### config.mk
export PLATFORM = sky130hd
export DESIGN_NAME = ues_top
export DESIGN_NICKNAME = d
export VERILOG_FILES = /design/src/include/ues_pkg.sv /design/src/design/ues_top.sv
export SDC_FILE = /design/constraint.sdc
export NUM_CORES = 1
export LEC_CHECK = 0
export BUFFER_PORTS_ARGS = -buffer_cell sky130_fd_sc_hd__buf_2
export CAP_MARGIN = 20
export CORE_MARGIN = 2
export CORE_UTILIZATION = 48
export CTS_CLUSTER_SIZE = 30
export DETAILED_ROUTE_END_ITERATION = 8
export GPL_TIMING_DRIVEN = 1
export HOLD_SLACK_MARGIN = 0.08
export PLACE_DENSITY = 0.71
export SETUP_SLACK_MARGIN = 0.4
export SLEW_MARGIN = 20
export SYNTH_ARGS = -nofsm -noshare
export SYNTH_HDL_FRONTEND = slang
export SYNTH_SLANG_ARGS = --single-unit
export TNS_END_PERCENT = 10
### constraint.sdc
create_clock -name clk_i -period 5.8 [get_ports clk_i]
set_clock_uncertainty 0.05 [all_clocks]
set_input_delay 1.16 -clock clk_i [delete_from_list [all_inputs] [get_ports clk_i]]
set_output_delay 1.16 -clock clk_i [all_outputs]
set_load 0.005 [all_outputs]
### src/include/ues_pkg.sv
// Constants, types and the state record of the USB endpoint status block.
package ues_pkg;
  // ****************************************
  // Register indices, byte address = 4 x index
  // ****************************************
  localparam logic [5:0] IDX_ISTAT = 6'h20;
  localparam logic [5:0] IDX_IMASK = 6'h21;
  localparam logic [5:0] IDX_CTRL = 6'h22;
  localparam logic [5:0] IDX_DEVICE_ADDRESS = 6'h23;
  localparam logic [5:0] IDX_LASTSR = 6'h24;
  localparam logic [5:0] IDX_EP0 = 6'h25;
  localparam logic [5:0] IDX_CNT0RX = 6'h26;
  localparam logic [5:0] IDX_CNT0TX = 6'h27;
  localparam logic [5:0] IDX_EP1TX = 6'h28;
  localparam logic [5:0] IDX_CNT1TX = 6'h29;
  localparam logic [5:0] IDX_EP2RX = 6'h2A;
  localparam logic [5:0] IDX_CNT2RX = 6'h2B;
  localparam logic [5:0] IDX_FAULT = 6'h2C;
  localparam logic [5:0] IDX_CNT2TX = 6'h2D;
  // ****************************************
  // Field positions and writable masks
  // ****************************************
  localparam int IST_CTR = 7;
  localparam int IST_ERR = 4;
  localparam int IST_RESET = 1;
  localparam int IST_SOF = 0;
  localparam int CTL_FORCE_BUS_RESET = 0;
  localparam int EPZ_CTR = 7;
  localparam int EPZ_TXTOG = 6;
  localparam int EPZ_TXST = 4;
  localparam int EPZ_RXTOG = 2;
  localparam int EPZ_RXST = 0;
  localparam int EPN_CTR = 3;
  localparam int EPN_TOG = 2;
  localparam int EPN_ST = 0;
  localparam logic [7:0] WM_EP0 = 8'hF7;
  localparam logic [7:0] WM_EPN = 8'h0F;
  localparam logic [7:0] WM_CNT4 = 8'h0F;
  localparam logic [7:0] WM_CNT7 = 8'h7F;
  localparam logic [7:0] WM_CTRL = 8'hCF;
  // ****************************************
  // Reset values and codes
  // ****************************************
  localparam logic [7:0] RST_CTRL = 8'h06;
  localparam logic [7:0] RST_ZERO = 8'h00;
  localparam logic [1:0] ST_DIS = 2'h0;
  localparam logic [1:0] ST_STALL = 2'h1;
  localparam logic [1:0] ST_NAK = 2'h2;
  localparam logic [1:0] ST_VALID = 2'h3;
  localparam logic [2:0] ERR_NONE = 3'h0;
  localparam logic [2:0] ERR_STUFF = 3'h1;
  localparam logic [2:0] ERR_CRC = 3'h2;
  localparam logic [2:0] ERR_EOP = 3'h3;
  localparam logic [2:0] ERR_PID = 3'h4;
  localparam logic [2:0] ERR_MEM = 3'h5;
  localparam logic [2:0] ERR_OTHER = 3'h7;
  typedef enum logic [1:0] {
    XK_OUT = 2'b00,
    XK_IN = 2'b01,
    XK_SETUP = 2'b10
  } ues_kind_e;
  typedef enum logic [1:0] {
    HS_NONE = 2'b00,
    HS_STALL = 2'b01,
    HS_NAK = 2'b10,
    HS_ACK = 2'b11
  } ues_hs_e;
  typedef struct packed {
    logic token;
    logic xact;
    logic [1:0] ep;
    ues_kind_e kind;
    logic ok;
    logic ack;
    logic stall;
    logic [2:0] err;
    logic [6:0] rx_bytes;
    logic bus_reset;
    logic sof;
  } ues_evt_s;
  typedef struct packed {
    logic [7:0] ep0;
    logic [7:0] ep1tx;
    logic [7:0] ep2rx;
    logic [7:0] device_address;
  } ues_view_s;
  typedef struct packed {
    logic [7:0] istat;
    logic [7:0] imask;
    logic [7:0] ctrl;
    logic [7:0] device_address;
    logic [7:0] lastsr;
    logic [7:0] ep0;
    logic [7:0] cnt0rx;
    logic [7:0] cnt0tx;
    logic [7:0] ep1tx;
    logic [7:0] cnt1tx;
    logic [7:0] ep2rx;
    logic [7:0] cnt2rx;
    logic [7:0] fault;
    logic [7:0] cnt2tx;
    logic ack;
    logic [31:0] rdata;
    logic irq;
    ues_hs_e hs;
    logic hs_vld;
    logic [6:0] in_len;
  } ues_state_s;
endpackage

### src/design/ues_top.sv
// USB endpoint status, toggle, counter and error reporting registers.
// Operation
// - The last error is kept as a 3-bit code: 0 none, 1 stuffing, 2 CRC, 3 EOP, 4 PID, 5 memory, 7 other.
// - The error code loads with the error interrupt and clears when the error pending flag is cleared.
// - The upper five bits of the fault register always read zero.
// - A bus or forced USB reset clears toggle and status bits of both directions of endpoint 0.
// - A bus or forced USB reset clears toggle and status bits of every transmit endpoint.
// - Endpoint 0 gets its transfer-done flag set on success, and software clears it.
// - Receive status NAK answers every reception except a SETUP to endpoint 0 with NAK, and VALID handles the transaction.
// - A correct transfer forces every status field of that endpoint to NAK.
// - A SETUP on an enabled endpoint is acknowledged and both status fields go to NAK.
// - Answering STALL sets every status field of that endpoint to STALL.
// - A transmit endpoint gets its transfer-done flag on success, bits 7 to 4 read zero.
// - The transmit toggle picks DATA0 or DATA1 and flips only after the host ACK.
// - Toggles update in hardware on a relevant PID and accept software writes.
// - After a reception the receive count holds the allocated size minus received bytes.
// - An IN token to endpoint 2 sends exactly the 7-bit transmit count of endpoint 2.
`timescale 1ns/100ps
`default_nettype none
module ues_top (
  input wire logic clk_i,
  input wire logic rst_i,
  input wire logic cyc_i,
  input wire logic stb_i,
  input wire logic we_i,
  input wire logic [7:0] adr_i,
  input wire logic [3:0] sel_i,
  input wire logic [31:0] dat_i,
  output logic [31:0] dat_o,
  output logic ack_o,
  input wire ues_pkg::ues_evt_s evt_i,
  output ues_pkg::ues_view_s view_o,
  output ues_pkg::ues_hs_e hs_o,
  output logic hs_vld_o,
  output logic [6:0] in_len_o,
  output logic irq_o
);
  import ues_pkg::*;

  // ****************************************
  // Helpers
  // ****************************************
  // Handshake that a status field gives to a token.
  function automatic ues_hs_e answer(input logic [1:0] st);
    ues_hs_e a;
    unique case (st)
      ST_DIS: a = HS_NONE;
      ST_STALL: a = HS_STALL;
      ST_NAK: a = HS_NAK;
      ST_VALID: a = HS_ACK;
    endcase
    return a;
  endfunction

  function automatic logic [7:0] rd_reg(input ues_state_s r,
                                        input logic [5:0] idx);
    logic [7:0] v;
    v = 8'h00;
    case (idx)
      IDX_ISTAT: v = r.istat;
      IDX_IMASK: v = r.imask;
      IDX_CTRL: v = r.ctrl;
      IDX_DEVICE_ADDRESS: v = r.device_address;
      IDX_LASTSR: v = r.lastsr;
      IDX_EP0: v = r.ep0;
      IDX_CNT0RX: v = r.cnt0rx;
      IDX_CNT0TX: v = r.cnt0tx;
      IDX_EP1TX: v = r.ep1tx;
      IDX_CNT1TX: v = r.cnt1tx;
      IDX_EP2RX: v = r.ep2rx;
      IDX_CNT2RX: v = r.cnt2rx;
      IDX_FAULT: v = {5'h00, r.fault[2:0]};
      IDX_CNT2TX: v = r.cnt2tx;
      default: v = 8'h00;
    endcase
    return v;
  endfunction

  ues_state_s s;
  ues_state_s next_s;
  logic hit;
  logic force_bus_reset;
  logic good;
  logic [5:0] idx;
  logic [7:0] wd;

  assign idx = adr_i[7:2];
  assign wd = dat_i[7:0];
  assign hit = cyc_i & stb_i & ~s.ack;
  assign force_bus_reset = evt_i.bus_reset | s.ctrl[CTL_FORCE_BUS_RESET];
  assign good = evt_i.ok & ~evt_i.stall
                & ((evt_i.kind != XK_IN) | evt_i.ack);

  // ****************************************
  // Next state
  // ****************************************
  // Bus writes are applied first and hardware events after them, so an
  // event in the cycle of a clear always survives.
  always_comb begin
    next_s = s;
    next_s.ack = 1'b0;
    next_s.hs_vld = 1'b0;
    if (hit) begin
      next_s.ack = 1'b1;
      next_s.rdata = {24'h000000, rd_reg(s, idx)};
      if (we_i && sel_i[0]) begin
        case (idx)
          IDX_IMASK: next_s.imask = wd;
          IDX_CTRL: next_s.ctrl = wd & WM_CTRL;
          IDX_DEVICE_ADDRESS: next_s.device_address = wd & WM_CNT7;
          IDX_EP0: next_s.ep0 = wd & WM_EP0;
          IDX_CNT0RX: next_s.cnt0rx = wd & WM_CNT4;
          IDX_CNT0TX: next_s.cnt0tx = wd & WM_CNT4;
          IDX_EP1TX: next_s.ep1tx = wd & WM_EPN;
          IDX_CNT1TX: next_s.cnt1tx = wd & WM_CNT4;
          IDX_EP2RX: next_s.ep2rx = wd & WM_EPN;
          IDX_CNT2RX: next_s.cnt2rx = wd & WM_CNT7;
          IDX_CNT2TX: next_s.cnt2tx = wd & WM_CNT7;
          default: ;
        endcase
      end
      // Reading the status register clears it.
      if (!we_i && idx == IDX_ISTAT) begin
        next_s.istat = RST_ZERO;
      end
    end
    if (!next_s.istat[IST_ERR]) begin
      next_s.fault = RST_ZERO;
    end
    if (force_bus_reset) begin
      next_s.ep0[6:4] = 3'h0;
      next_s.ep0[2:0] = 3'h0;
      next_s.ep1tx[2:0] = 3'h0;
      next_s.ep2rx[2:0] = 3'h0;
      next_s.istat[IST_RESET] = 1'b1;
    end else if (evt_i.xact) begin
      if (evt_i.stall) begin
        unique case (evt_i.ep)
          2'd0: begin
            next_s.ep0[EPZ_TXST+:2] = ST_STALL;
            next_s.ep0[EPZ_RXST+:2] = ST_STALL;
          end
          2'd1: next_s.ep1tx[EPN_ST+:2] = ST_STALL;
          default: next_s.ep2rx[EPN_ST+:2] = ST_STALL;
        endcase
      end else if (good) begin
        next_s.istat[IST_CTR] = 1'b1;
        next_s.lastsr = {evt_i.kind, evt_i.kind == XK_IN, 3'h0,
                         evt_i.ep};
        unique case (evt_i.ep)
          2'd0: begin
            // A SETUP to a disabled endpoint is not acknowledged.
            if (evt_i.kind != XK_SETUP
                || s.ep0[EPZ_RXST+:2] != ST_DIS) begin
              next_s.ep0[EPZ_CTR] = 1'b1;
              next_s.ep0[EPZ_TXST+:2] = ST_NAK;
              next_s.ep0[EPZ_RXST+:2] = ST_NAK;
              unique case (evt_i.kind)
                XK_IN: next_s.ep0[EPZ_TXTOG] = ~s.ep0[EPZ_TXTOG];
                XK_OUT: next_s.ep0[EPZ_RXTOG] = ~s.ep0[EPZ_RXTOG];
                default: begin
                  // A SETUP is always DATA0, so both sides continue DATA1.
                  next_s.ep0[EPZ_TXTOG] = 1'b1;
                  next_s.ep0[EPZ_RXTOG] = 1'b1;
                end
              endcase
              if (evt_i.kind != XK_IN) begin
                next_s.cnt0rx = {4'h0, s.cnt0rx[3:0]
                                 - evt_i.rx_bytes[3:0]};
              end
            end
          end
          2'd1: begin
            next_s.ep1tx[EPN_CTR] = 1'b1;
            next_s.ep1tx[EPN_ST+:2] = ST_NAK;
            next_s.ep1tx[EPN_TOG] = ~s.ep1tx[EPN_TOG];
          end
          default: begin
            next_s.ep2rx[EPN_CTR] = 1'b1;
            next_s.ep2rx[EPN_ST+:2] = ST_NAK;
            next_s.ep2rx[EPN_TOG] = ~s.ep2rx[EPN_TOG];
            next_s.cnt2rx = {1'b0, s.cnt2rx[6:0]
                             - evt_i.rx_bytes};
          end
        endcase
      end else begin
        next_s.istat[IST_ERR] = 1'b1;
        next_s.fault = {5'h00, evt_i.err};
      end
    end
    if (evt_i.sof) begin
      next_s.istat[IST_SOF] = 1'b1;
    end
    if (evt_i.token) begin
      next_s.hs_vld = 1'b1;
      unique case (evt_i.ep)
        2'd0: begin
          if (evt_i.kind == XK_SETUP) begin
            // A SETUP is acknowledged whenever the endpoint is enabled,
            // even while it is NAKed or stalled for data.
            next_s.hs = (s.ep0[EPZ_RXST+:2] == ST_DIS)
                        ? HS_NONE : HS_ACK;
          end else if (evt_i.kind == XK_IN) begin
            next_s.hs = answer(s.ep0[EPZ_TXST+:2]);
          end else begin
            next_s.hs = answer(s.ep0[EPZ_RXST+:2]);
          end
        end
        2'd1: next_s.hs = answer(s.ep1tx[EPN_ST+:2]);
        default: next_s.hs = answer(s.ep2rx[EPN_ST+:2]);
      endcase
      if (evt_i.ep == 2'd2 && evt_i.kind == XK_IN) begin
        next_s.in_len = s.cnt2tx[6:0];
      end
    end
    next_s.irq = |(next_s.istat & next_s.imask);
  end

  // ****************************************
  // State register
  // ****************************************
  always_ff @(posedge clk_i) begin
    if (rst_i) begin
      s <= '0;
      s.ctrl <= RST_CTRL;
      s.hs <= HS_NONE;
    end else begin
      s <= next_s;
    end
  end

  assign dat_o = s.rdata;
  assign ack_o = s.ack;
  assign irq_o = s.irq;
  assign hs_o = s.hs;
  assign hs_vld_o = s.hs_vld;
  assign in_len_o = s.in_len;
  assign view_o = '{ep0: s.ep0, ep1tx: s.ep1tx, ep2rx: s.ep2rx,
                    device_address: s.device_address};
endmodule
`default_nettype wire

After elaboration in Yosys (flattened, before gate mapping)
Cells that the tools add are included.

cells by class
  bitwise operators = 14
  reductions and logical operators = 22
  eq/ne operators = 32
  $lt $le $gt $ge = 0
  add/sub/neg operators = 2
  multipliers = 0
  shifts and indexed selects = 0
  mux-type cells = 75
  div/mod/pow operators = 0

operator list
  operator                                                                number
  56-bit 2-to-1 mux                                                       2
  8-bit one-hot mux with 14 select lines                                  1
  8-bit 2-to-1 mux                                                        12
  6-bit equality test (second input constant)                             14
  11-bit 2-to-1 mux                                                       4
  4-bit 2-to-1 mux                                                        11
  33-bit 2-to-1 mux                                                       1
  16-bit 2-to-1 mux                                                       2
  32-bit 2-to-1 mux                                                       1
  2-bit one-hot mux with 4 select lines                                   4
  2-bit 2-to-1 mux                                                        14
  12-bit 2-to-1 mux                                                       2
  24-bit 2-to-1 mux                                                       1
  2-bit equality test (second input constant)                             10
  20-bit 2-to-1 mux                                                       1
  3-bit AND reduction                                                     5
  1-bit 2-to-1 mux                                                        14
  7-bit 2-to-1 mux                                                        2
  2-bit by 1-bit equality test with 1-bit output (second input constant)  6
  2-bit logical NOT                                                       6
  8-bit AND                                                               1
  8-bit OR reduction                                                      1
  1-bit inverter                                                          7
  7-bit subtractor                                                        1
  other kinds (14)                                                        22

storage, ports and cells
  bits in writable memories = 0
  memory bits (read-only) = 0
  memories = 0
  bits in latches = 0
  output and inout port bits = 76
  flip-flop bits (word level) = 108

Longest topological paths before layout
  depth in word-level cells = 11
  gate-level depth with buffers = 10

Worst setup path after synthesis
Ideal clock, no wire load.

  path kind = input-to-reg
  start point = in adr_i[4]
  end point = reg s (netlist bit irq_o)
  data arrival time = 2.858 ns
  data required time = 5.618 ns
  setup slack = 2.759 ns
  cell stages on the path = 8
  path buffers = 2
  cell sequence = buf_6 or4b_4 buf_6 nor3_4 mux2i_1 o22ai_1 nor3_1 a21oi_1

between the ends
  longest elaborated chain between the ends = 10

ends and longest elaborated chain
  item                    line            text
  from (decl)             ues_top.sv:26   input wire logic [7:0] adr_i,
  6-bit equality test     ues_top.sv:123  if (!we_i && idx == IDX_ISTAT) begin
  1-bit logical AND       ues_top.sv:123
  8-bit 2-to-1 mux        ues_top.sv:123
  32-bit 2-to-1 mux (*)   ues_top.sv:103  if (hit) begin
  1-bit 2-to-1 mux        ues_top.sv:146  end else if (good) begin
  1-bit 2-to-1 mux        ues_top.sv:137  if (evt_i.stall) begin
  1-bit 2-to-1 mux        ues_top.sv:136  end else if (evt_i.xact) begin
  1-bit 2-to-1 mux        ues_top.sv:130  if (force_bus_reset) begin
  8-bit AND (*)           ues_top.sv:216  next_s.irq = |(next_s.istat & next_s.imask);
  8-bit OR reduction (*)  ues_top.sv:216
  to (signal assigned)    ues_top.sv:228  s <= next_s;
  to (decl)               ues_top.sv:79   ues_state_s s;

Mark *: on every way between the ends. The rest lies on a longest branch, timed or not.
A chain may end at the register's enable or synchronous reset.

Worst setup path in the final report
  start point = in stb_i
  end point = reg s (netlist bit view_o[8])

between the ends
  longest elaborated chain between the ends = 7

ends and longest elaborated chain
  item                        line            text
  from (decl)                 ues_top.sv:24   input wire logic stb_i,
  1-bit AND (*) (2 in a row)  ues_top.sv:89   assign hit = cyc_i & stb_i & ~s.ack;
  56-bit 2-to-1 mux (*)       ues_top.sv:103
  12-bit 2-to-1 mux           ues_top.sv:150  unique case (evt_i.ep)
  12-bit 2-to-1 mux           ues_top.sv:146
  2-bit 2-to-1 mux            ues_top.sv:137
  20-bit 2-to-1 mux (*)       ues_top.sv:136

Marked as above.

==> results <==
- The flow ran to the end, and the final reports show no timing, DRC or antenna violations.
- The max-cap check violation count is 0.
- After detailed routing, the number of vias per cell comes to between 5 and 6.
- At the pin with the least slew margin, the transition time is between 1 and 1.5 ns.
- The areal power density over the cells is roughly 240 nW/um2.
- The critical path goes through buf_2 -> nand3b_1 -> or2_2 -> nor3_1 -> mux2_2 -> a21oi_1 -> nor2_1.
- Derived from the worst setup path, the maximum achievable clock frequency is between 0.2 and 0.3 GHz.
- The number of standard-cell rows in the floorplan is 39.
- The DRC violations left is 0.
- For this design, the CTS-stage hold fixing added 0 buffers.
- The remaining global-route overflow is 0.
- The share of the yosys chip area belonging to registers is 36.5%.
- IR analysis of the VDD net gives a maximum drop of around 0.00016 V.
- At the worst endpoint, the required time is approximately 6 ns.
- The clock network latency to the later pin of the worst-skew pair is 0.35 ns.
- Post-CTS timing repair inserted 0 buffers for setup.
- The ratio of final minimum period to clock period is roughly 58%.
- Setup repair after global routing left no endpoint under its margin.
- The flip-flop cell with the highest count after synthesis is sky130_fd_sc_hd__dfxtp_1.
- Synthesis inferred approximately 100 register bits.
- The share of flip-flops with an asynchronous set or reset after synthesis is 0%.
- Once the floorplan was initialized, standard cells occupied about half of the core.
- For hold timing, the worst endpoint is s[122].
- By area the synthesized netlist is led by sky130_fd_sc_hd__dfxtp_1 (37%), sky130_fd_sc_hd__mux2i_1 (11%), sky130_fd_sc_hd__buf_4 (9.7%).
- The count of endpoints failing hold in the final timing report is 0.
- The layout filler cell count is around 1100.
- The antenna diode count is 0.
- The clock transition at the register clock pins on the worst setup and hold paths after CTS is approximately 0.080 ns.
- In this run the worst hold path is classified as flip-flop to flip-flop.
- The nature of the critical path startpoint is a primary input.
- The setup TNS is 0 ns.
- The cell area that synthesis handed to floorplanning was between 5000 and 6000 um2.
- The startpoint identified for the worst hold timing path is s[122].
- The first-pass iteration count of the detailed router is 5.
- The instance count of the mapped netlist is between 600 and 700.
- The type of destination of the critical path is a flip-flop.
- Leaving out fill and tap cells, the most frequent cell in the layout is sky130_fd_sc_hd__dfxtp_1.
- The cell accounting for the most synthesized area is sky130_fd_sc_hd__dfxtp_1.
- In the layout the commonest cells are sky130_fd_sc_hd__dfxtp_1 (103), sky130_fd_sc_hd__nor2_1 (88), sky130_fd_sc_hd__buf_2 (82), sky130_fd_sc_hd__mux2i_1 (63), sky130_fd_sc_hd__conb_1 (34).
- The number of antenna violations at the first check in global routing is 0.
- The beginning of the worst register-to-register path is ack_o.
- The relative area change from synthesis to final layout is 6.08%.
- The total via count after detailed routing is about 4600.
- The count of flip-flops with a built-in enable after synthesis is 0.
- The area share of the largest cell type after synthesis is between 30% and 40%.
- The critical-path cell with the highest stage delay is sky130_fd_sc_hd__nor3_1.
- The horizontal extent of the die is 112 um.
- After the last flow step, the layout net total stands at roughly 730.
- The sequential cells in the finished layout cover a total of slightly above 2000 um2.
- The Yosys step of the flow raised 0 warnings.
- The pin count of the biggest net entering global routing is 43.
- In this run the tightest slew margin relative to its limit is 31.1%.
- The number of global-route vias before repair is ~4300.
- The count of endpoints failing setup in the final report is 0.
- The initial detailed-routing violation count is about 450.
- In this run the register-to-register setup slack is 2.96 ns.
- The clock sink total is ~100.
- The worst register-to-register path has a depth of 6.
- The number of buffers inserted by port buffering is 82.
- The number of buffers between clock root and the deepest sink is 2.
- The number of different library cells in the post-synthesis netlist is 56.
- The total wirelength of the detailed-routed design is around 15000 um.
- The die height is between 100 and 150 um.
- CTS built an H-tree with a depth of 3.
- The final-report max-slew violation count is 0.
- The weighted congestion at the end of routability-driven global placement is between 0.9 and 1.
- The hold slack is slightly above 0.4 ns.
- The hold-critical path depth is 2.
- For the worst setup path, the data arrival time is between 3 and 4 ns.
- The total core area is roughly 11000 um2.
- The post-CTS resize count is 0.
- The multi-input combinational cell area is just under 3000 um2.
- The cell at the root of the clock tree is sky130_fd_sc_hd__clkbuf_16.
- In the global route stage, overall resource usage came out at 23.9%.
- For this design the top-level I/O count stands at between 100 and 150.
- The fraction of layout cells with a size suffix above 1 is roughly 20%.
- The final period demand of the worst path is 3.36 ns.
- The CTS tree is yes.
- The first global-routing pass estimated approximately 24000 um of wire.
- Buffers inserted during clock tree synthesis total 9.
- In the final routed layout, each cell accounts on average for approximately 19 um.
- The largest single stage delay on the critical path is 0.77 ns.
- The worst register-to-register path ends at view_o[8].
- The half-perimeter wire length after placement is roughly 11000 um.
- In this run the mean area of a mapped cell was 9.04 um2.
- The die covers about 13000 um2.
- The biggest fanout along the worst timing path is 12.
- The post-detailed-route count of antenna-violating nets is 0.
- The critical path in this run is classified as primary input to flip-flop.
- In this run the static leakage power is about 2.4 nW.
## synth_stat cells, types with 4 or more instances
cell type / count
sky130_fd_sc_hd__a311oi_1: 7
sky130_fd_sc_hd__o22ai_1: 4
sky130_fd_sc_hd__nor3_4: 4
sky130_fd_sc_hd__a211oi_1: 14
sky130_fd_sc_hd__mux4_2: 4
sky130_fd_sc_hd__nand3_1: 7
sky130_fd_sc_hd__ha_1: 9
sky130_fd_sc_hd__clkbuf_1: 23
sky130_fd_sc_hd__inv_1: 12
sky130_fd_sc_hd__nor2_1: 88
sky130_fd_sc_hd__buf_2: 4
sky130_fd_sc_hd__nor3_1: 9
sky130_fd_sc_hd__nand3b_1: 4
sky130_fd_sc_hd__o21ai_0: 13
sky130_fd_sc_hd__dfxtp_1: 103
sky130_fd_sc_hd__and2_1: 9
sky130_fd_sc_hd__a222oi_1: 5
sky130_fd_sc_hd__xor2_1: 5
sky130_fd_sc_hd__mux2_2: 9
sky130_fd_sc_hd__nor2b_1: 14
sky130_fd_sc_hd__a21o_1: 5
sky130_fd_sc_hd__a21oi_1: 29
sky130_fd_sc_hd__a22oi_1: 20
sky130_fd_sc_hd__buf_4: 73
sky130_fd_sc_hd__nand2b_1: 7
sky130_fd_sc_hd__mux2i_1: 63
sky130_fd_sc_hd__nand2_1: 27
## worst max-delay path, delay by kind of cell
kind            cells  cell delay [ns]
compound gates      1             0.15
buf+inv             1             0.08
mux                 1             0.42
simple gates        4             1.73
## final cells by class
type / count / area share [%]
clock buffer: 9 / 3.76
multi-input combinational: 439 / 49.8
sequential: 103 / 34.4
tap: 143 / 2.99
clock inverter: 7 / 1.05
timing repair buffer: 85 / 7.23
inverter: 12 / 0.753
## layer usage
layer	GRT usage [%]	up-vias	wire (um)	share of wire, %
li1	-	2158	-	-
met1	32.5	2229	6600	43
met2	39.3	215	7240	47
met3	4.05	26	1100	7.2
met4	7.24	0	359	2.3
met5	0	-	0	0
## state kept, by name (all words and copies together), names as in the netlist
register,flops
ack_o,1
dat_o,8
hs_o,2
hs_vld_o,1
in_len_o,7
irq_o,1
s,61
view_o,22
## worst max path at each step
stage                  start         to  slack [ns]  cells after the start
CTS                    stb_i  view_o[8]        2.44                      7
finish                 stb_i  view_o[8]        2.44                      7
global route           stb_i  view_o[8]        2.27                      7
floorplan           adr_i[4]      irq_o        2.76                      8
global placement       stb_i  view_o[8]        2.15                      7
detailed placement     stb_i  view_o[8]        2.07                      7
## power breakdown
group,leakage (nW),internal (mW),switching (mW)
combinational,1.42,0.0386,0.0833
sequential,0.832,0.713,0.00511
clock,0.144,0.301,0.291
## logic make-up (layout without fill, tap and decap cells)
group           count (synthesis)  after routing  share of synthesized area, %
compound gates                114            114                          13.8
xor+xnor                        8              8                          1.24
fa+ha+maj                      11             11                          2.71
buf+inv                       115            113                          12.9
flops                         103            103                          36.5
mux                            76             76                          14.6
other cells                     1             34                        0.0665
simple gates                  196            196                          18.2
## per-stage QoR
step           total power, mW  setup WS, ns  cell area [um2]  cells  utilization (%)
6_report                  1.43          2.44             5990    798             52.2
5_1_grt                   1.48          2.27             5990    798             52.2
4_1_cts                   1.44          2.44             5990    798             52.2
3_5_place_dp             0.853          2.07             5700    782             49.7
3_3_place_gp             0.850          2.15             5700    782             49.7
2_1_floorplan            0.827          2.76             5770    657                -
Power figures use the tool's default switching activity.
